File: src/radio_cfg_pkg.sv
// Constants, types and helpers for the radio configuration and wake timer registers
// Operation
// - Transmit start waits an 8-bit delay in 1 us steps, reset 192.
// - An 8-bit extension in 4 us steps lengthens both start delays, reset 0.
// - Format 0 is packet mode, 2 receive streaming, 3 transmit streaming; others reserved.
// - Channel word is 24 bits in 10 kHz units, low byte at lowest address.
// - Shaping bit 0 enables pre-emphasis, reset enabled; bits 7:1 belong to controller.
// - Receive power reads back as signed dBm byte, reset zero, read only.
// - Signal quality reads back as an 8-bit read-only value, reset zero.
// - Transmit frame store base is an 8-bit address, reset 128.
// - Receive frame store base is an 8-bit address, reset 0.
// - Divider codes 0 to 7 divide the slow clock by 1,4,8,16,128,1024,8192,65536.
// - Divider is write only and takes effect when sleep configuration is written.
// - Retention codes: 1 backup RAM, 4 crystal, 5 both, 11 RAM with RC.
// - Sleep configuration bit 0 enables wake on timer timeout, reset disabled.
// - Reload high byte is staged; writing the low byte commits the 16-bit value.
// - Receive start waits a delay, reset 192, before frame search and power window; the code only starts frame search (rx_search_start), with no power window.
package radio_cfg_pkg;

    // Clock and delay timing
    localparam int unsigned CLK_HZ       = 40_000_000;
    localparam int unsigned STEP_US      = 1;
    localparam int unsigned EXT_STEP_US  = 4;
    localparam int unsigned CYC_PER_US   = (CLK_HZ / 1_000_000 * STEP_US);
    localparam logic [5:0]  CYC_LAST     = 6'(CYC_PER_US - 1);

    // Register indices; byte address is four times the index
    localparam logic [11:0] IDX_RX_DELAY   = 12'h109;
    localparam logic [11:0] IDX_TX_DELAY   = 12'h10a;
    localparam logic [11:0] IDX_DELAY_EXT  = 12'h10b;
    localparam logic [11:0] IDX_PKT_FMT    = 12'h13e;
    localparam logic [11:0] IDX_CHAN_LO    = 12'h300;
    localparam logic [11:0] IDX_CHAN_MID   = 12'h301;
    localparam logic [11:0] IDX_CHAN_HI    = 12'h302;
    localparam logic [11:0] IDX_TX_SHAPE   = 12'h306;
    localparam logic [11:0] IDX_RX_POWER   = 12'h30c;
    localparam logic [11:0] IDX_RX_QUAL    = 12'h30d;
    localparam logic [11:0] IDX_PRAM_PAGE  = 12'h313;
    localparam logic [11:0] IDX_TX_BASE    = 12'h314;
    localparam logic [11:0] IDX_RX_BASE    = 12'h315;
    localparam logic [11:0] IDX_DIV_SEL    = 12'h316;
    localparam logic [11:0] IDX_SLEEP_CFG  = 12'h317;
    localparam logic [11:0] IDX_RELOAD_HI  = 12'h318;
    localparam logic [11:0] IDX_RELOAD_LO  = 12'h319;

    // Reset values
    localparam logic [7:0] RST_RX_DELAY  = 8'hc0;
    localparam logic [7:0] RST_TX_DELAY  = 8'hc0;
    localparam logic [7:0] RST_CHAN_LO   = 8'h80;
    localparam logic [7:0] RST_CHAN_MID  = 8'ha9;
    localparam logic [7:0] RST_CHAN_HI   = 8'h03;
    localparam logic [7:0] RST_TX_SHAPE  = 8'h01;
    localparam logic [7:0] RST_TX_BASE   = 8'h80;
    localparam logic [7:0] RST_ZERO      = 8'h00;

    // Field positions and codes
    localparam int unsigned PREEMP_BIT    = 0;
    localparam int unsigned WAKE_EN_BIT   = 0;
    localparam int unsigned RETAIN_LSB    = 3;
    localparam logic [7:0]  FMT_PACKET    = 8'h00;
    localparam logic [7:0]  FMT_STREAM_RX = 8'h02;
    localparam logic [7:0]  FMT_STREAM_TX = 8'h03;
    localparam logic [3:0]  SLP_RAM       = 4'h1;
    localparam logic [3:0]  SLP_XTAL      = 4'h4;
    localparam logic [3:0]  SLP_RAM_XTAL  = 4'h5;
    localparam logic [3:0]  SLP_RAM_RC    = 4'hb;

    typedef enum logic [1:0] {
        D_IDLE  = 2'b00,
        D_COUNT = 2'b01,
        D_FIRE  = 2'b11
    } dly_state_t;

    typedef struct packed {
        logic [23:0] channel_frequency_word;
        logic        preemphasis_en;
        logic [7:0]  packet_format_select;
        logic [3:0]  program_page;
        logic [7:0]  tx_frame_base;
        logic [7:0]  rx_frame_base;
    } radio_cfg_t;

    typedef struct packed {
        logic [7:0]  rx_delay, tx_delay, delay_ext, pkt_fmt;
        logic [7:0]  chan_lo, chan_mid, chan_hi, tx_shape;
        logic [7:0]  rx_power, rx_quality, tx_base, rx_base, sleep_cfg, reload_hi;
        logic [3:0]  pram_page;
        logic [2:0]  div_staged, div_active;
        logic [15:0] reload_active;
        dly_state_t  dly_st;
        logic        dly_is_tx;
        logic [5:0]  cyc_cnt;
        logic [10:0] us_cnt;
        logic [2:0]  slow_sync;
        logic [15:0] pre_cnt, wake_cnt;
        logic        wake_evt;
        logic        ack;
        logic [31:0] dat;
    } state_t;

    // Terminal prescaler count for each divider code
    function automatic logic [15:0] div_limit(input logic [2:0] code);
        case (code)
            3'd0:    div_limit = 16'h0000;
            3'd1:    div_limit = 16'h0003;
            3'd2:    div_limit = 16'h0007;
            3'd3:    div_limit = 16'h000f;
            3'd4:    div_limit = 16'h007f;
            3'd5:    div_limit = 16'h03ff;
            3'd6:    div_limit = 16'h1fff;
            default: div_limit = 16'hffff;
        endcase
    endfunction

    // Delay in microseconds: base in 1 us steps plus extension in 4 us steps
    function automatic logic [10:0] delay_us(input logic [7:0] base, input logic [7:0] ext);
        delay_us = {3'b000, base} + {1'b0, ext, 2'b00};
    endfunction

endpackage

File: src/radio_config_wake_timer_regs.sv
// Radio configuration registers, start delay sequencer and wake timer
//
// Local design decision: the Wishbone register port.
`timescale 1ns/1ps
module radio_config_wake_timer_regs (
    // Clock and reset
    input  wire logic                       clk,
    input  wire logic                       reset,
    // Wishbone classic slave
    input  wire logic                       cyc_i,
    input  wire logic                       stb_i,
    input  wire logic                       we_i,
    input  wire logic [13:0]                adr_i,
    input  wire logic [3:0]                 sel_i,
    input  wire logic [31:0]                dat_i,
    output logic                            ack_o,
    output logic [31:0]                     dat_o,
    // Radio controller commands and measurements
    input  wire logic                       transmit_command,
    input  wire logic                       receive_command,
    input  wire logic                       rssi_valid,
    input  wire logic [7:0]                 rssi_in,
    input  wire logic                       sqi_valid,
    input  wire logic [7:0]                 sqi_in,
    output logic                            tx_state_enter,
    output logic                            rx_search_start,
    output logic                            start_delay_busy,
    // Configuration to the radio
    output radio_cfg_pkg::radio_cfg_t       radio_cfg,
    output logic                            packet_mode,
    output logic                            serial_stream_rx_en,
    output logic                            serial_stream_tx_en,
    output logic                            format_reserved,
    // Wake timer and sleep
    input  wire logic                       slow_clock_pin,
    output logic                            wake_event,
    output logic                            retain_backup_ram,
    output logic                            keep_crystal_running,
    output logic                            retain_rc_clock
);

    radio_cfg_pkg::state_t s_r;
    radio_cfg_pkg::state_t s_nxt;
    logic [11:0]           idx;
    logic                  take;
    logic                  wr;
    logic                  slow_edge;
    logic                  pre_tick;
    logic [7:0]            rd_byte;

    assign idx       = adr_i[13:2];
    assign take      = cyc_i && stb_i && !s_r.ack;
    assign wr        = take && we_i && sel_i[0];
    assign slow_edge = s_r.slow_sync[1] && !s_r.slow_sync[2];
    assign pre_tick  = slow_edge && (s_r.pre_cnt == radio_cfg_pkg::div_limit(s_r.div_active));

    ////////////////////////////////////////////////////////////////////////////////
    // Read multiplexer; write-only and unmapped locations read zero

    always_comb begin
        case (idx)
            radio_cfg_pkg::IDX_RX_DELAY:  rd_byte = s_r.rx_delay;
            radio_cfg_pkg::IDX_TX_DELAY:  rd_byte = s_r.tx_delay;
            radio_cfg_pkg::IDX_DELAY_EXT: rd_byte = s_r.delay_ext;
            radio_cfg_pkg::IDX_PKT_FMT:   rd_byte = s_r.pkt_fmt;
            radio_cfg_pkg::IDX_CHAN_LO:   rd_byte = s_r.chan_lo;
            radio_cfg_pkg::IDX_CHAN_MID:  rd_byte = s_r.chan_mid;
            radio_cfg_pkg::IDX_CHAN_HI:   rd_byte = s_r.chan_hi;
            radio_cfg_pkg::IDX_TX_SHAPE:  rd_byte = s_r.tx_shape;
            radio_cfg_pkg::IDX_RX_POWER:  rd_byte = s_r.rx_power;
            radio_cfg_pkg::IDX_RX_QUAL:   rd_byte = s_r.rx_quality;
            radio_cfg_pkg::IDX_PRAM_PAGE: rd_byte = {4'h0, s_r.pram_page};
            radio_cfg_pkg::IDX_TX_BASE:   rd_byte = s_r.tx_base;
            radio_cfg_pkg::IDX_RX_BASE:   rd_byte = s_r.rx_base;
            radio_cfg_pkg::IDX_SLEEP_CFG: rd_byte = s_r.sleep_cfg;
            radio_cfg_pkg::IDX_RELOAD_LO: rd_byte = s_r.reload_active[7:0];
            default:                      rd_byte = 8'h00;
        endcase
    end

    ////////////////////////////////////////////////////////////////////////////////
    // Next state

    always_comb begin
        s_nxt = s_r;
        s_nxt.ack = take;
        s_nxt.wake_evt = 1'b0;
        if (take) begin
            s_nxt.dat = {24'h00_0000, rd_byte};
        end

        // Register writes; readback locations are absent so writes fall away
        if (wr) begin
            case (idx)
                radio_cfg_pkg::IDX_RX_DELAY:  s_nxt.rx_delay = dat_i[7:0];
                radio_cfg_pkg::IDX_TX_DELAY:  s_nxt.tx_delay = dat_i[7:0];
                radio_cfg_pkg::IDX_DELAY_EXT: s_nxt.delay_ext = dat_i[7:0];
                radio_cfg_pkg::IDX_PKT_FMT:   s_nxt.pkt_fmt = dat_i[7:0];
                radio_cfg_pkg::IDX_CHAN_LO:   s_nxt.chan_lo = dat_i[7:0];
                radio_cfg_pkg::IDX_CHAN_MID:  s_nxt.chan_mid = dat_i[7:0];
                radio_cfg_pkg::IDX_CHAN_HI:   s_nxt.chan_hi = dat_i[7:0];
                radio_cfg_pkg::IDX_TX_SHAPE:  s_nxt.tx_shape = dat_i[7:0];
                radio_cfg_pkg::IDX_PRAM_PAGE: s_nxt.pram_page = dat_i[3:0];
                radio_cfg_pkg::IDX_TX_BASE:   s_nxt.tx_base = dat_i[7:0];
                radio_cfg_pkg::IDX_RX_BASE:   s_nxt.rx_base = dat_i[7:0];
                radio_cfg_pkg::IDX_DIV_SEL:   s_nxt.div_staged = dat_i[2:0];
                radio_cfg_pkg::IDX_RELOAD_HI: s_nxt.reload_hi = dat_i[7:0];
                default: ;
            endcase
        end

        // Measurement capture
        if (rssi_valid) begin
            s_nxt.rx_power = rssi_in;
        end
        if (sqi_valid) begin
            s_nxt.rx_quality = sqi_in;
        end

        // Start delay sequencer
        case (s_r.dly_st)
            radio_cfg_pkg::D_IDLE: begin
                s_nxt.cyc_cnt = 6'd0;
                if (transmit_command) begin
                    s_nxt.dly_is_tx = 1'b1;
                    s_nxt.us_cnt = radio_cfg_pkg::delay_us(s_r.tx_delay, s_r.delay_ext);
                    s_nxt.dly_st = radio_cfg_pkg::D_COUNT;
                end else if (receive_command) begin
                    s_nxt.dly_is_tx = 1'b0;
                    s_nxt.us_cnt = radio_cfg_pkg::delay_us(s_r.rx_delay, s_r.delay_ext);
                    s_nxt.dly_st = radio_cfg_pkg::D_COUNT;
                end
            end
            radio_cfg_pkg::D_COUNT: begin
                if (s_r.us_cnt == 11'd0) begin
                    s_nxt.dly_st = radio_cfg_pkg::D_FIRE;
                end else if (s_r.cyc_cnt == radio_cfg_pkg::CYC_LAST) begin
                    s_nxt.cyc_cnt = 6'd0;
                    s_nxt.us_cnt = s_r.us_cnt - 11'd1;
                end else begin
                    s_nxt.cyc_cnt = s_r.cyc_cnt + 6'd1;
                end
            end
            radio_cfg_pkg::D_FIRE: s_nxt.dly_st = radio_cfg_pkg::D_IDLE;
            default:               s_nxt.dly_st = radio_cfg_pkg::D_IDLE;
        endcase

        // Wake timer: slow clock synchroniser, prescaler and reload counter
        s_nxt.slow_sync = {s_r.slow_sync[1:0], slow_clock_pin};
        if (!s_r.sleep_cfg[radio_cfg_pkg::WAKE_EN_BIT]) begin
            s_nxt.pre_cnt = 16'h0000;
            s_nxt.wake_cnt = s_r.reload_active;
        end else if (slow_edge) begin
            if (pre_tick) begin
                s_nxt.pre_cnt = 16'h0000;
                if (s_r.wake_cnt == 16'h0000) begin
                    s_nxt.wake_evt = 1'b1;
                    s_nxt.wake_cnt = s_r.reload_active;
                end else begin
                    s_nxt.wake_cnt = s_r.wake_cnt - 16'h0001;
                end
            end else begin
                s_nxt.pre_cnt = s_r.pre_cnt + 16'h0001;
            end
        end

        // Committing writes move staged timer settings into the running timer
        if (wr && idx == radio_cfg_pkg::IDX_SLEEP_CFG) begin
            s_nxt.sleep_cfg = dat_i[7:0];
            s_nxt.div_active = s_r.div_staged;
            s_nxt.pre_cnt = 16'h0000;
        end
        if (wr && idx == radio_cfg_pkg::IDX_RELOAD_LO) begin
            s_nxt.reload_active = {s_r.reload_hi, dat_i[7:0]};
            s_nxt.wake_cnt = {s_r.reload_hi, dat_i[7:0]};
        end
    end

    ////////////////////////////////////////////////////////////////////////////////
    // State register

    always_ff @(posedge clk) begin
        if (reset) begin
            s_r <= '0;
            s_r.rx_delay <= radio_cfg_pkg::RST_RX_DELAY;
            s_r.tx_delay <= radio_cfg_pkg::RST_TX_DELAY;
            s_r.delay_ext <= radio_cfg_pkg::RST_ZERO;
            s_r.chan_lo <= radio_cfg_pkg::RST_CHAN_LO;
            s_r.chan_mid <= radio_cfg_pkg::RST_CHAN_MID;
            s_r.chan_hi <= radio_cfg_pkg::RST_CHAN_HI;
            s_r.tx_shape <= radio_cfg_pkg::RST_TX_SHAPE;
            s_r.tx_base <= radio_cfg_pkg::RST_TX_BASE;
            s_r.rx_base <= radio_cfg_pkg::RST_ZERO;
            s_r.dly_st <= radio_cfg_pkg::D_IDLE;
        end else begin
            s_r <= s_nxt;
        end
    end

    ////////////////////////////////////////////////////////////////////////////////
    // Outputs

    assign ack_o            = s_r.ack;
    assign dat_o            = s_r.dat;
    assign tx_state_enter   = (s_r.dly_st == radio_cfg_pkg::D_FIRE) && s_r.dly_is_tx;
    assign rx_search_start  = (s_r.dly_st == radio_cfg_pkg::D_FIRE) && !s_r.dly_is_tx;
    assign start_delay_busy = (s_r.dly_st != radio_cfg_pkg::D_IDLE);
    assign wake_event       = s_r.wake_evt;

    assign radio_cfg.channel_frequency_word = {s_r.chan_hi, s_r.chan_mid, s_r.chan_lo};
    assign radio_cfg.preemphasis_en         = s_r.tx_shape[radio_cfg_pkg::PREEMP_BIT];
    assign radio_cfg.packet_format_select   = s_r.pkt_fmt;
    assign radio_cfg.program_page           = s_r.pram_page;
    assign radio_cfg.tx_frame_base          = s_r.tx_base;
    assign radio_cfg.rx_frame_base          = s_r.rx_base;

    // Reserved format codes select no mode at all
    assign packet_mode         = (s_r.pkt_fmt == radio_cfg_pkg::FMT_PACKET);
    assign serial_stream_rx_en = (s_r.pkt_fmt == radio_cfg_pkg::FMT_STREAM_RX);
    assign serial_stream_tx_en = (s_r.pkt_fmt == radio_cfg_pkg::FMT_STREAM_TX);
    assign format_reserved     = !packet_mode && !serial_stream_rx_en && !serial_stream_tx_en;

    // Retention decode; reserved codes retain nothing
    logic [3:0] retain_code;
    assign retain_code = s_r.sleep_cfg[radio_cfg_pkg::RETAIN_LSB +: 4];
    assign retain_backup_ram    = (retain_code == radio_cfg_pkg::SLP_RAM)
                               || (retain_code == radio_cfg_pkg::SLP_RAM_XTAL)
                               || (retain_code == radio_cfg_pkg::SLP_RAM_RC);
    assign keep_crystal_running = (retain_code == radio_cfg_pkg::SLP_XTAL)
                               || (retain_code == radio_cfg_pkg::SLP_RAM_XTAL);
    assign retain_rc_clock      = (retain_code == radio_cfg_pkg::SLP_RAM_RC);
endmodule

File: config.mk
export PLATFORM = sky130hd
export DESIGN_NAME = radio_config_wake_timer_regs
export DESIGN_NICKNAME = d
export VERILOG_FILES = /design/src/radio_cfg_pkg.sv /design/src/radio_config_wake_timer_regs.sv
export SDC_FILE = /design/constraint.sdc
export NUM_CORES = 1
export LEC_CHECK = 0
export ABC_AREA = 0
export BUFFER_PORTS_ARGS = -buffer_cell sky130_fd_sc_hd__buf_2
export CORE_AREA = 2 2 149 151
export DETAILED_ROUTE_END_ITERATION = 8
export DIE_AREA = 0 0 151 153
export GPL_TIMING_DRIVEN = 0
export HOLD_SLACK_MARGIN = 0.03
export PLACE_DENSITY = 0.8
export REMOVE_ABC_BUFFERS = 1
export SLEW_MARGIN = 20
export SYNTH_ARGS = -nofsm -noshare
export SYNTH_HDL_FRONTEND = slang
export SYNTH_SLANG_ARGS = --single-unit
export TNS_END_PERCENT = 5
File: constraint.sdc
create_clock -name clk -period 3.6 [get_ports clk]
set_clock_uncertainty 0.15 [all_clocks]
set_input_delay 1.08 -clock clk [delete_from_list [all_inputs] [get_ports clk]]
set_output_delay 1.08 -clock clk [all_outputs]
set_load 0.02 [all_outputs]
==> results of run 1 <==
[flip-flops by register name, summed over array words and instances, names as in the netlist]
name         count
ack_o            1
dat_o            8
radio_cfg       53
wake_event       1
s_r            134
retain_code      4
s_nxt            2
[where the power goes]
part	internal [mW]	total (mW)	leakage [nW]	switching, mW
sequential	2.28	2.32	1.64	0.0338
clock	1.59	2.54	0.395	0.950
combinational	0.147	0.478	2.83	0.331
[layout make-up]
cell class	count	area [µm²]	share of cell area (%)
Multi-Input combinational cell	984	6090	50.6
Sequential cell	203	4060	33.8
Timing Repair Buffer	122	646	5.37
Clock buffer	28	624	5.19
Tap cell	280	350	2.91
Clock inverter	11	189	1.57
Inverter	18	67.6	0.562
[layer usage]
metal / vias to the layer above / routed length (µm)
met4: 2 / 1120
met1: 4780 / 12900
met2: 513 / 14400
li1: 4735 / -
met3: 81 / 2840
met5: - / 11
[worst max-delay path, stage by stage]
cell and delay (ns):
buf_2 0.38, nor4b_1 0.47, nand4_2 0.38, nor2_2 0.67, nand2_1 0.39, nand2_1 0.17, nand3_1 0.09
[worst paths after layout]
check | end | slack [ns] | cells past startpoint
worst max-delay path | s_r[225]$_SDFFE_PP1P_ | 0.16 | 7
worst min-delay path | s_nxt[68]$_SDFF_PP0_ | 0.29 | 1
worst max register to register | s_r[44]$_SDFFE_PP0P_ | 0.84 | 6
worst min register to register | s_nxt[68]$_SDFF_PP0_ | 0.29 | 1
[per-stage QoR]
stage / setup slack [ns] / power (mW)
6_report: 0.161 / 5.33
5_1_grt: 0.0227 / 5.49
4_1_cts: 0.0568 / 5.34
3_5_place_dp: -0.817 / 2.84
3_3_place_gp: -2.39 / 2.82
2_1_floorplan: 0.115 / 2.64
[cell usage in the layout, fill, tap and decap left out, types with 12 or more instances in the layout]
| master | synthesis | routed |
|---|---|---|
| a32oi_1 | 15 | 15 |
| mux2_2 | 18 | 18 |
| a22oi_1 | 28 | 28 |
| clkbuf_16 | 0 | 23 |
| inv_1 | 17 | 17 |
| conb_1 | 1 | 24 |
| and3_1 | 12 | 12 |
| nor2b_1 | 19 | 16 |
| o21ai_0 | 28 | 28 |
| nor3_1 | 39 | 39 |
| mux2i_1 | 81 | 81 |
| dfxtp_1 | 203 | 203 |
| nor2_1 | 141 | 140 |
| buf_2 | 14 | 119 |
| nand2_1 | 167 | 167 |
| nor3b_1 | 12 | 12 |
| xnor2_1 | 18 | 18 |
| nand4_1 | 13 | 13 |
| a21oi_1 | 89 | 89 |
| nand3_1 | 80 | 78 |
[timing repair]
item                       CTS  global route
resized for setup            2             4
hold buffers                 0             0
buffers inserted             0             0
setup endpoints to repair   15            20
pin swaps                    0             0
[cells by family after synthesis]
logic type	synth area share, %
and+or+nand+nor	24.9
adders and majority gates	1.51
DFF	36.7
xor gates and xnor gates	2.22
other	0.0339
muxes	9.16
AOI/OAI and AO/OA	16.0
buffers and inverters	9.55
==> results.py, run 1 <==
metrics = {
    "synth": {
        "synth_warnings": 0,
        "netlist_area_um2": 11100,
        "synth_edf_count": 0,
        "ys_seq_area_share_pct": 36.7,
        "synthTopCellsByArea": "dfxtp_1 (37%), mux2i_1 (7.3%), buf_4 (6.0%), nand2_1 (5.7%), nor2_1 (4.8%)",
        "syn_inst": 1349,
        "ys_types": 81,
        "synth_top_area_cell": "dfxtp_1",
        "ys_ff_latch": 203,
        "synthArstFlopShare_pct": 0,
        "synth_flop_cell": "dfxtp_1",
        "synth_top_area_share_pct": 36.7,
        "avgSynthCellArea_um2": 8.20,
        "yosys-top-cells-count": "dfxtp_1 (203), nand2_1 (167), nor2_1 (141)",
        "synth_most_common_cell": "dfxtp_1",
    },
    "global_routing": {
        "grtUsageTotal_pct": 26.3,
        "grt_util_met2_pct": 41.6,
        "grt_max_degree": 95,
        "use_met1_pct": 35.6,
        "antenna_found_initial": 1,
        "grt_pass1_vias": 9290,
        "overflow": 0,
        "grt_use_met3_pct": 4.75,
        "grt_pass1_wl_mm": 49.1,
        "grt_busiest_layer": "met2",
    },
    "timing": {
        "fin_setup_tns_ns": 0,
        "hold_ws_ns": 0.287,
        "maxSlewViolCount": 0,
        "fmax_ghz": 0.291,
        "rsz0062_at_grt": "false",
        "max_slew.worst_pin.slew_ns": 1.20,
        "fin_crit_sh_pct": 95.5,
        "period_minus_slack_ns": 3.44,
        "hold_viol_final": 0,
        "slew_headroom_pct": 19.5,
        "setup_violations": 0,
    },
    "clock_tree": {
        "cts.reportedPaths.clkPinSlew_ns": 0.06,
        "clk_path_buf_depth": 3,
        "clockRootBuffer": "clkbuf_16",
        "clkLatencyLatePin_ns": 0.51,
        "clock_sinks": 203,
        "cts_max_level": 1,
        "cts_tree": "built",
        "cts_buffers": 22,
    },
    "die": {
        "ios": 173,
        "die_x_um": 151,
        "num_rows": 54,
        "dieArea_um2": 23100,
        "die_y_um": 153,
        "initial_core_util_pct": 51.5,
        "core_area_um2": 21500,
    },
    "worst_hold_path": {
        "min_from": "s_nxt[67]$_SDFF_PP0_",
        "hold_path.class": "reg -> reg",
    },
    "final_layout": {
        "final_area_um2": 12000,
        "area_growth_pct": 8.68,
        "insertedDiodeCount": 0,
        "drive_above_1_share_pct": 15.7,
        "n_fill_cell": 1939,
        "nets": 1439,
        "fin_util_pct": 56.0,
        "finalNonFillerCells": 1646,
    },
    "route": {
        "routed_wl_mm": 31.2,
        "drtAntennaViolNets": 0,
        "wl_per_cell_um": 19.0,
        "first_pass_iters": 5,
        "via_count": 10100,
        "drt_iter0_drc": 949,
        "post-route-drc-count": 0,
        "avgViaCountPerCell": 6.14,
    },
    "placement": {
        "dp.cells": 1607,
        "port_buffers": 119,
        "gp_congestion": 0.956,
        "dp_hpwl_mm": 21.0,
        "placed_area_um2": 11200,
    },
    "power": {
        "leakage_nw": 4.87,
        "p_per_area_nw_per_um2": 443,
        "vdd_drop_max_mv": 0.460,
    },
    "worst_setup_path": {
        "required_ns": 3.81,
        "startpoint": "adr_i[5]",
        "cp.arrival_ns": 3.65,
        "endpoint_kind": "flip-flop",
        "crit_type": "in -> reg",
        "timing.rr.start": "s_r[107]$_SDFFE_PP0P_",
        "crit_path_max_fanout": 22,
        "cp-start-kind": "input pin",
    },
    "job": {
        "drv_cap": 0,
    },
    "status": {
        "status": "complete, no violations",
    },
}
(Power assumes the default switching activity.)
==> run 2: changes to the inputs <==
--- a/config.mk
+++ b/config.mk
@@ -6,7 +6,7 @@
 export NUM_CORES = 1
 export LEC_CHECK = 0
 export ABC_AREA = 0
-export BUFFER_PORTS_ARGS = -buffer_cell sky130_fd_sc_hd__buf_2
+export BUFFER_PORTS_ARGS = -buffer_cell sky130_fd_sc_hd__buf_4
 export CORE_AREA = 2 2 149 151
 export DETAILED_ROUTE_END_ITERATION = 8
 export DIE_AREA = 0 0 151 153
==> run 2 against run 1 <==
Against the previous run:
- count of clock-buffer cells in the layout increased by 2
- non-clock buffer count unchanged
- routed wire length about the same
- critical path depth unchanged
==> results.py, run 2 (synthesis gave the netlist of run 1 again) <==
metrics = {
    "worst_setup_path": {
        "ff2ff_setup_slack_ns": 0.65,
        "required_ns": 3.85,
        "timing.rr.start": "ack_o$_SDFF_PP0_",
        "cp.arrival_ns": 3.69,
        "cp-start-kind": "input pin",
        "crit_path_max_fanout": 35,
        "startpoint": "adr_i[2]",
        "endpoint_kind": "flip-flop",
        "crit_type": "in -> reg",
    },
    "power": {
        "vdd_drop_max_mv": 0.323,
        "p_per_area_nw_per_um2": 421,
        "p_total_mw": 5.15,
        "leakage_nw": 4.88,
    },
    "timing": {
        "fmax_ghz": 0.290,
        "period_minus_slack_ns": 3.44,
        "max_slew.worst_pin.slew_ns": 0.958,
        "setup_violations": 0,
        "maxSlewViolCount": 0,
        "fin_crit_sh_pct": 95.7,
        "slew_headroom_pct": 35.6,
        "rsz0062_at_grt": "false",
        "setup_ws_ns": 0.155,
        "hold_viol_final": 0,
    },
    "placement": {
        "dp.cells": 1607,
        "dp_hpwl_mm": 21.2,
        "port_buffers": 119,
        "dp_slack_ns": -0.592,
        "gp_congestion": 0.966,
        "placed_area_um2": 11500,
    },
    "clock_tree": {
        "cts_max_level": 1,
        "clockRootBuffer": "clkbuf_16",
        "clock_sinks": 203,
        "cts.reportedPaths.clkPinSlew_ns": 0.06,
        "cts_tree": "built",
        "clk_path_buf_depth": 3,
        "clkLatencyLatePin_ns": 0.51,
        "cts_buffers": 21,
    },
    "route": {
        "drtAntennaViolNets": 0,
        "via_count": 10100,
        "wl_per_cell_um": 19.0,
        "post-route-drc-count": 0,
        "drt_iter0_drc": 958,
        "first_pass_iters": 6,
        "routed_wl_mm": 31.2,
        "avgViaCountPerCell": 6.15,
    },
    "die": {
        "core_area_um2": 21500,
        "ios": 173,
        "dieArea_um2": 23100,
        "die_x_um": 151,
        "num_rows": 54,
        "die_y_um": 153,
        "initial_core_util_pct": 51.5,
    },
    "final_layout": {
        "most-common-layout-cells": "dfxtp_1 (203), nand2_1 (167), nor2_1 (140)",
        "fin_util_pct": 57.0,
        "nets": 1438,
        "insertedDiodeCount": 0,
        "area_growth_pct": 10.6,
        "largest_register": "s_r",
        "layout_commonest_cell": "dfxtp_1",
        "n_fill_cell": 1920,
        "final_area_um2": 12200,
        "drive_above_1_share_pct": 15.2,
        "finalNonFillerCells": 1644,
        "largest_reg_flops": 134,
    },
    "job": {
        "drv_cap": 0,
    },
    "global_routing": {
        "antenna_found_initial": 0,
        "grt_max_degree": 95,
        "grtUsageTotal_pct": 26.3,
        "grt_pass1_wl_mm": 49.3,
        "grt_pass1_vias": 9431,
        "overflow": 0,
    },
    "worst_hold_path": {
        "min_from": "s_nxt[67]$_SDFF_PP0_",
        "hold_path.class": "reg -> reg",
    },
    "status": {
        "status": "complete, no violations",
    },
}
==> run 2: changes by cell type in the layout (fill, tap and decap cells not counted), moves of 2 or more <==
cell	before	now
clkbuf_1	2	5
clkbuf_16	23	21
buf_2	119	1
buf_4	0	118
==> run 2: what timing repair did <==
item / in CTS / in global routing
hold buffers: 0 / 0
buffers inserted: 0 / 0
resized for setup: 1 / 1
setup endpoints to repair: 11 / 2
==> run 2: layer usage <==
metal	global-route usage (%)	routed length, µm	part of all wire [%]
met5	0	0	0
met4	10.6	1350	4.3
met3	4.69	2740	8.8
met2	40.8	14100	45
met1	36.1	13000	42
==> run 2: per-stage QoR <==
step,hold slack [ns],setup TNS (ns)
3_5_place_dp,0.274,-19.40
2_1_floorplan,0.264,0
3_3_place_gp,0.271,-63.61
6_report,0.284,0
5_1_grt,0.309,0
4_1_cts,0.288,0
==> run 2: critical path, cell delays in order <==
cell and delay [ns]:
buf_4 0.37, nand4bb_1 0.23, nor4_1 0.63, nand3_2 0.66
nand2_1 0.37, nor3_1 0.08, a311oi_1 0.25
==> run 2: report_power, final <==
group / switching, mW / total [mW] / leakage [nW] / internal [mW]
registers: 0.0339 / 2.32 / 1.64 / 2.28
logic: 0.333 / 0.497 / 2.89 / 0.164
clock network: 0.898 / 2.34 / 0.358 / 1.44
total: 1.26 / 5.15 / 4.88 / 3.89
==> run 2: worst paths after layout <==
path	to	depth (start not counted)
worst max-delay path	s_r[42]$_SDFFE_PP0P_	7
worst min-delay path	s_nxt[68]$_SDFF_PP0_	1
worst max register to register	s_r[42]$_SDFFE_PP0P_	6
worst min register to register	s_nxt[68]$_SDFF_PP0_	1
==> run 2: area by class of cell <==
type | count | area [µm²] | share of cell area (%)
inverter | 18 | 67.6 | 0.552
tap | 280 | 350 | 2.86
multi-input combinational | 984 | 6080 | 49.6
sequential | 203 | 4060 | 33.2
timing repair buffer | 122 | 945 | 7.72
clock inverter | 7 | 138 | 1.12
clock buffer | 30 | 599 | 4.90
==> run 3: changes to the inputs <==
--- a/config.mk
+++ b/config.mk
@@ -13,9 +13,9 @@
 export GPL_TIMING_DRIVEN = 0
 export HOLD_SLACK_MARGIN = 0.03
 export PLACE_DENSITY = 0.8
+export RECOVER_POWER = 50
 export REMOVE_ABC_BUFFERS = 1
 export SLEW_MARGIN = 20
 export SYNTH_ARGS = -nofsm -noshare
 export SYNTH_HDL_FRONTEND = slang
 export SYNTH_SLANG_ARGS = --single-unit
-export TNS_END_PERCENT = 5
==> run 3 against run 2 <==
Against the previous run:
- sequential cell count unchanged
- cell area down 2.3%
- global-route usage unchanged
- register-to-register slack better by 0.02 ns
- die area unchanged
- fmax down 1.3%
- highest routed layer unchanged
==> results.py, run 3 (synthesis gave the netlist of run 1 again) <==
metrics = {
    "status": {
        "status": "complete, no violations",
    },
    "timing": {
        "fin_crit_sh_pct": 96.9,
        "maxSlewViolCount": 0,
        "max_slew.worst_pin.slew_ns": 0.962,
        "slew_headroom_pct": 35.4,
        "setup_ws_ns": 0.110,
        "fmax_ghz": 0.287,
        "hold_viol_final": 0,
        "period_minus_slack_ns": 3.49,
        "setup_violations": 0,
        "rsz0062_at_grt": "false",
        "hold_ws_ns": 0.286,
    },
    "power": {
        "power.switching_mw": 1.26,
        "p_comb_share_pct": 9.6,
        "vdd_drop_max_mv": 0.320,
        "p_int_mw": 3.89,
        "seqPwrFrac_pct": 45.0,
        "clock_power_share_pct": 45.3,
        "leakage_nw": 4.58,
        "p_total_mw": 5.14,
        "p_per_area_nw_per_um2": 430,
        "p_sw_share_pct": 24.4,
    },
    "route": {
        "via_count": 10100,
        "first_pass_iters": 6,
        "avgViaCountPerCell": 6.14,
        "drt_iter0_drc": 993,
        "routed_wl_mm": 31.1,
        "drtAntennaViolNets": 0,
        "wl_per_cell_um": 18.9,
        "post-route-drc-count": 0,
    },
    "final_layout": {
        "largest_reg_flops": 134,
        "area_growth_pct": 7.99,
        "most-common-layout-cells": "dfxtp_1 (203), nand2_1 (167), nor2_1 (141)",
        "largest_register": "s_r",
        "insertedDiodeCount": 0,
        "multi_input_area_um2": 6050,
        "ff_latch_area_um2": 4060,
        "fin_util_pct": 55.6,
        "final_area_um2": 12000,
        "drive_above_1_share_pct": 9.82,
        "layout_commonest_cell": "dfxtp_1",
        "n_fill_cell": 1998,
        "nets": 1438,
    },
    "placement": {
        "gp_congestion": 0.966,
        "dp_hpwl_mm": 21.2,
        "dp_slack_ns": -0.592,
        "port_buffers": 119,
        "placed_area_um2": 11500,
    },
    "worst_hold_path": {
        "hold_path.class": "reg -> reg",
    },
    "clock_tree": {
        "hold_buffers": 0,
        "clockRootBuffer": "clkbuf_16",
        "cts.reportedPaths.clkPinSlew_ns": 0.06,
        "cts_tree": "built",
        "cts_setup_buffers": 0,
        "clock_sinks": 203,
        "clkLatencyLatePin_ns": 0.50,
        "clk_path_buf_depth": 3,
        "cts_max_level": 1,
        "cts_buffers": 21,
    },
    "worst_setup_path": {
        "r2r_cells": 6,
        "endpoint_kind": "flip-flop",
        "crit_type": "in -> reg",
        "required_ns": 3.85,
        "crit_path_max_fanout": 12,
        "cp.arrival_ns": 3.74,
        "cp-start-kind": "input pin",
        "timing.rr.start": "ack_o$_SDFF_PP0_",
        "crit_path_end": "s_r[77]$_SDFFE_PP0P_",
        "r2r-end": "s_r[42]$_SDFFE_PP0P_",
        "ff2ff_setup_slack_ns": 0.67,
        "startpoint": "transmit_command",
    },
    "global_routing": {
        "grt_pass1_wl_mm": 49.3,
        "overflow": 0,
        "grt_max_degree": 95,
        "antenna_found_initial": 0,
        "grt_pass1_vias": 9431,
        "grtUsageTotal_pct": 26.3,
    },
    "die": {
        "die_y_um": 153,
        "core_area_um2": 21500,
        "initial_core_util_pct": 51.5,
        "dieArea_um2": 23100,
        "ios": 173,
        "die_x_um": 151,
        "num_rows": 54,
    },
    "job": {
        "drv_cap": 0,
    },
}
[run 3: changes by cell type in the layout (fill, tap and decap cells not counted), sizes merged]
cell	before	now
buf	122	52
clkbuf	30	100
[run 3: cell type report]
type	instances	share of cell area, %
sequential	203	34.0
inverter	18	0.565
tap	280	2.93
timing repair buffer	122	5.71
multi-input combinational	984	50.6
clock buffer	30	5.01
clock inverter	7	1.15
[run 3: worst min path at each step]
stage / from / endpoint / slack (ns) / cells past startpoint
3_5_place_dp: s_nxt[67]$_SDFF_PP0_ / s_nxt[68]$_SDFF_PP0_ / 0.27 / 1
4_1_cts: s_nxt[67]$_SDFF_PP0_ / s_nxt[68]$_SDFF_PP0_ / 0.29 / 1
3_3_place_gp: s_nxt[67]$_SDFF_PP0_ / s_nxt[68]$_SDFF_PP0_ / 0.27 / 1
2_1_floorplan: s_nxt[67]$_SDFF_PP0_ / s_nxt[68]$_SDFF_PP0_ / 0.26 / 1
5_1_grt: s_nxt[67]$_SDFF_PP0_ / s_nxt[68]$_SDFF_PP0_ / 0.31 / 1
6_report: s_nxt[67]$_SDFF_PP0_ / s_nxt[68]$_SDFF_PP0_ / 0.29 / 1
[run 3: power groups by stage]
| stage | Combinational, mW | Sequential, mW | Clock, mW |
|---|---|---|---|
| finish | 0.494 | 2.32 | 2.33 |
| global route | 0.539 | 2.32 | 2.44 |
| CTS | 0.489 | 2.32 | 2.35 |
| detailed placement | 0.485 | 2.37 | 0 |
| global placement | 0.469 | 2.36 | 0 |
| floorplan | 0.278 | 2.36 | 0 |
[run 3: repair_timing]
action / in CTS / in global routing
resized for setup: 1 / 1
hold endpoints to repair: 0 / 0
setup endpoints to repair: 11 / 2
pin swaps: 0 / 0
[run 3: through the flow]
| stage | cells | setup TNS [ns] |
|---|---|---|
| after floorplan | 1205 | 0 |
| after global placement | 1604 | -63.61 |
| after detailed placement | 1607 | -19.40 |
| after CTS | 1644 | 0 |
| after global routing | 1644 | 0 |
| final | 1644 | 0 |
[run 3: routing by layer]
layer / wire length, µm / up-vias / GRT usage [%]
li1: - / 4731 / -
met1: 12800 / 4716 / 36.1
met2: 14100 / 536 / 40.8
met3: 2890 / 104 / 4.69
met4: 1340 / 0 / 10.6
met5: 0 / - / 0
[run 3: worst max-delay path, stage by stage]
cell and delay [ns]:
clkbuf_1 0.56, mux2_2 0.42, ha_1 0.21, inv_1 0.07, fa_1 0.20, nor2b_1 0.06, o21a_1 0.17, o21a_1 0.19
o21a_1 0.20, or4_1 0.38, and3_1 0.18
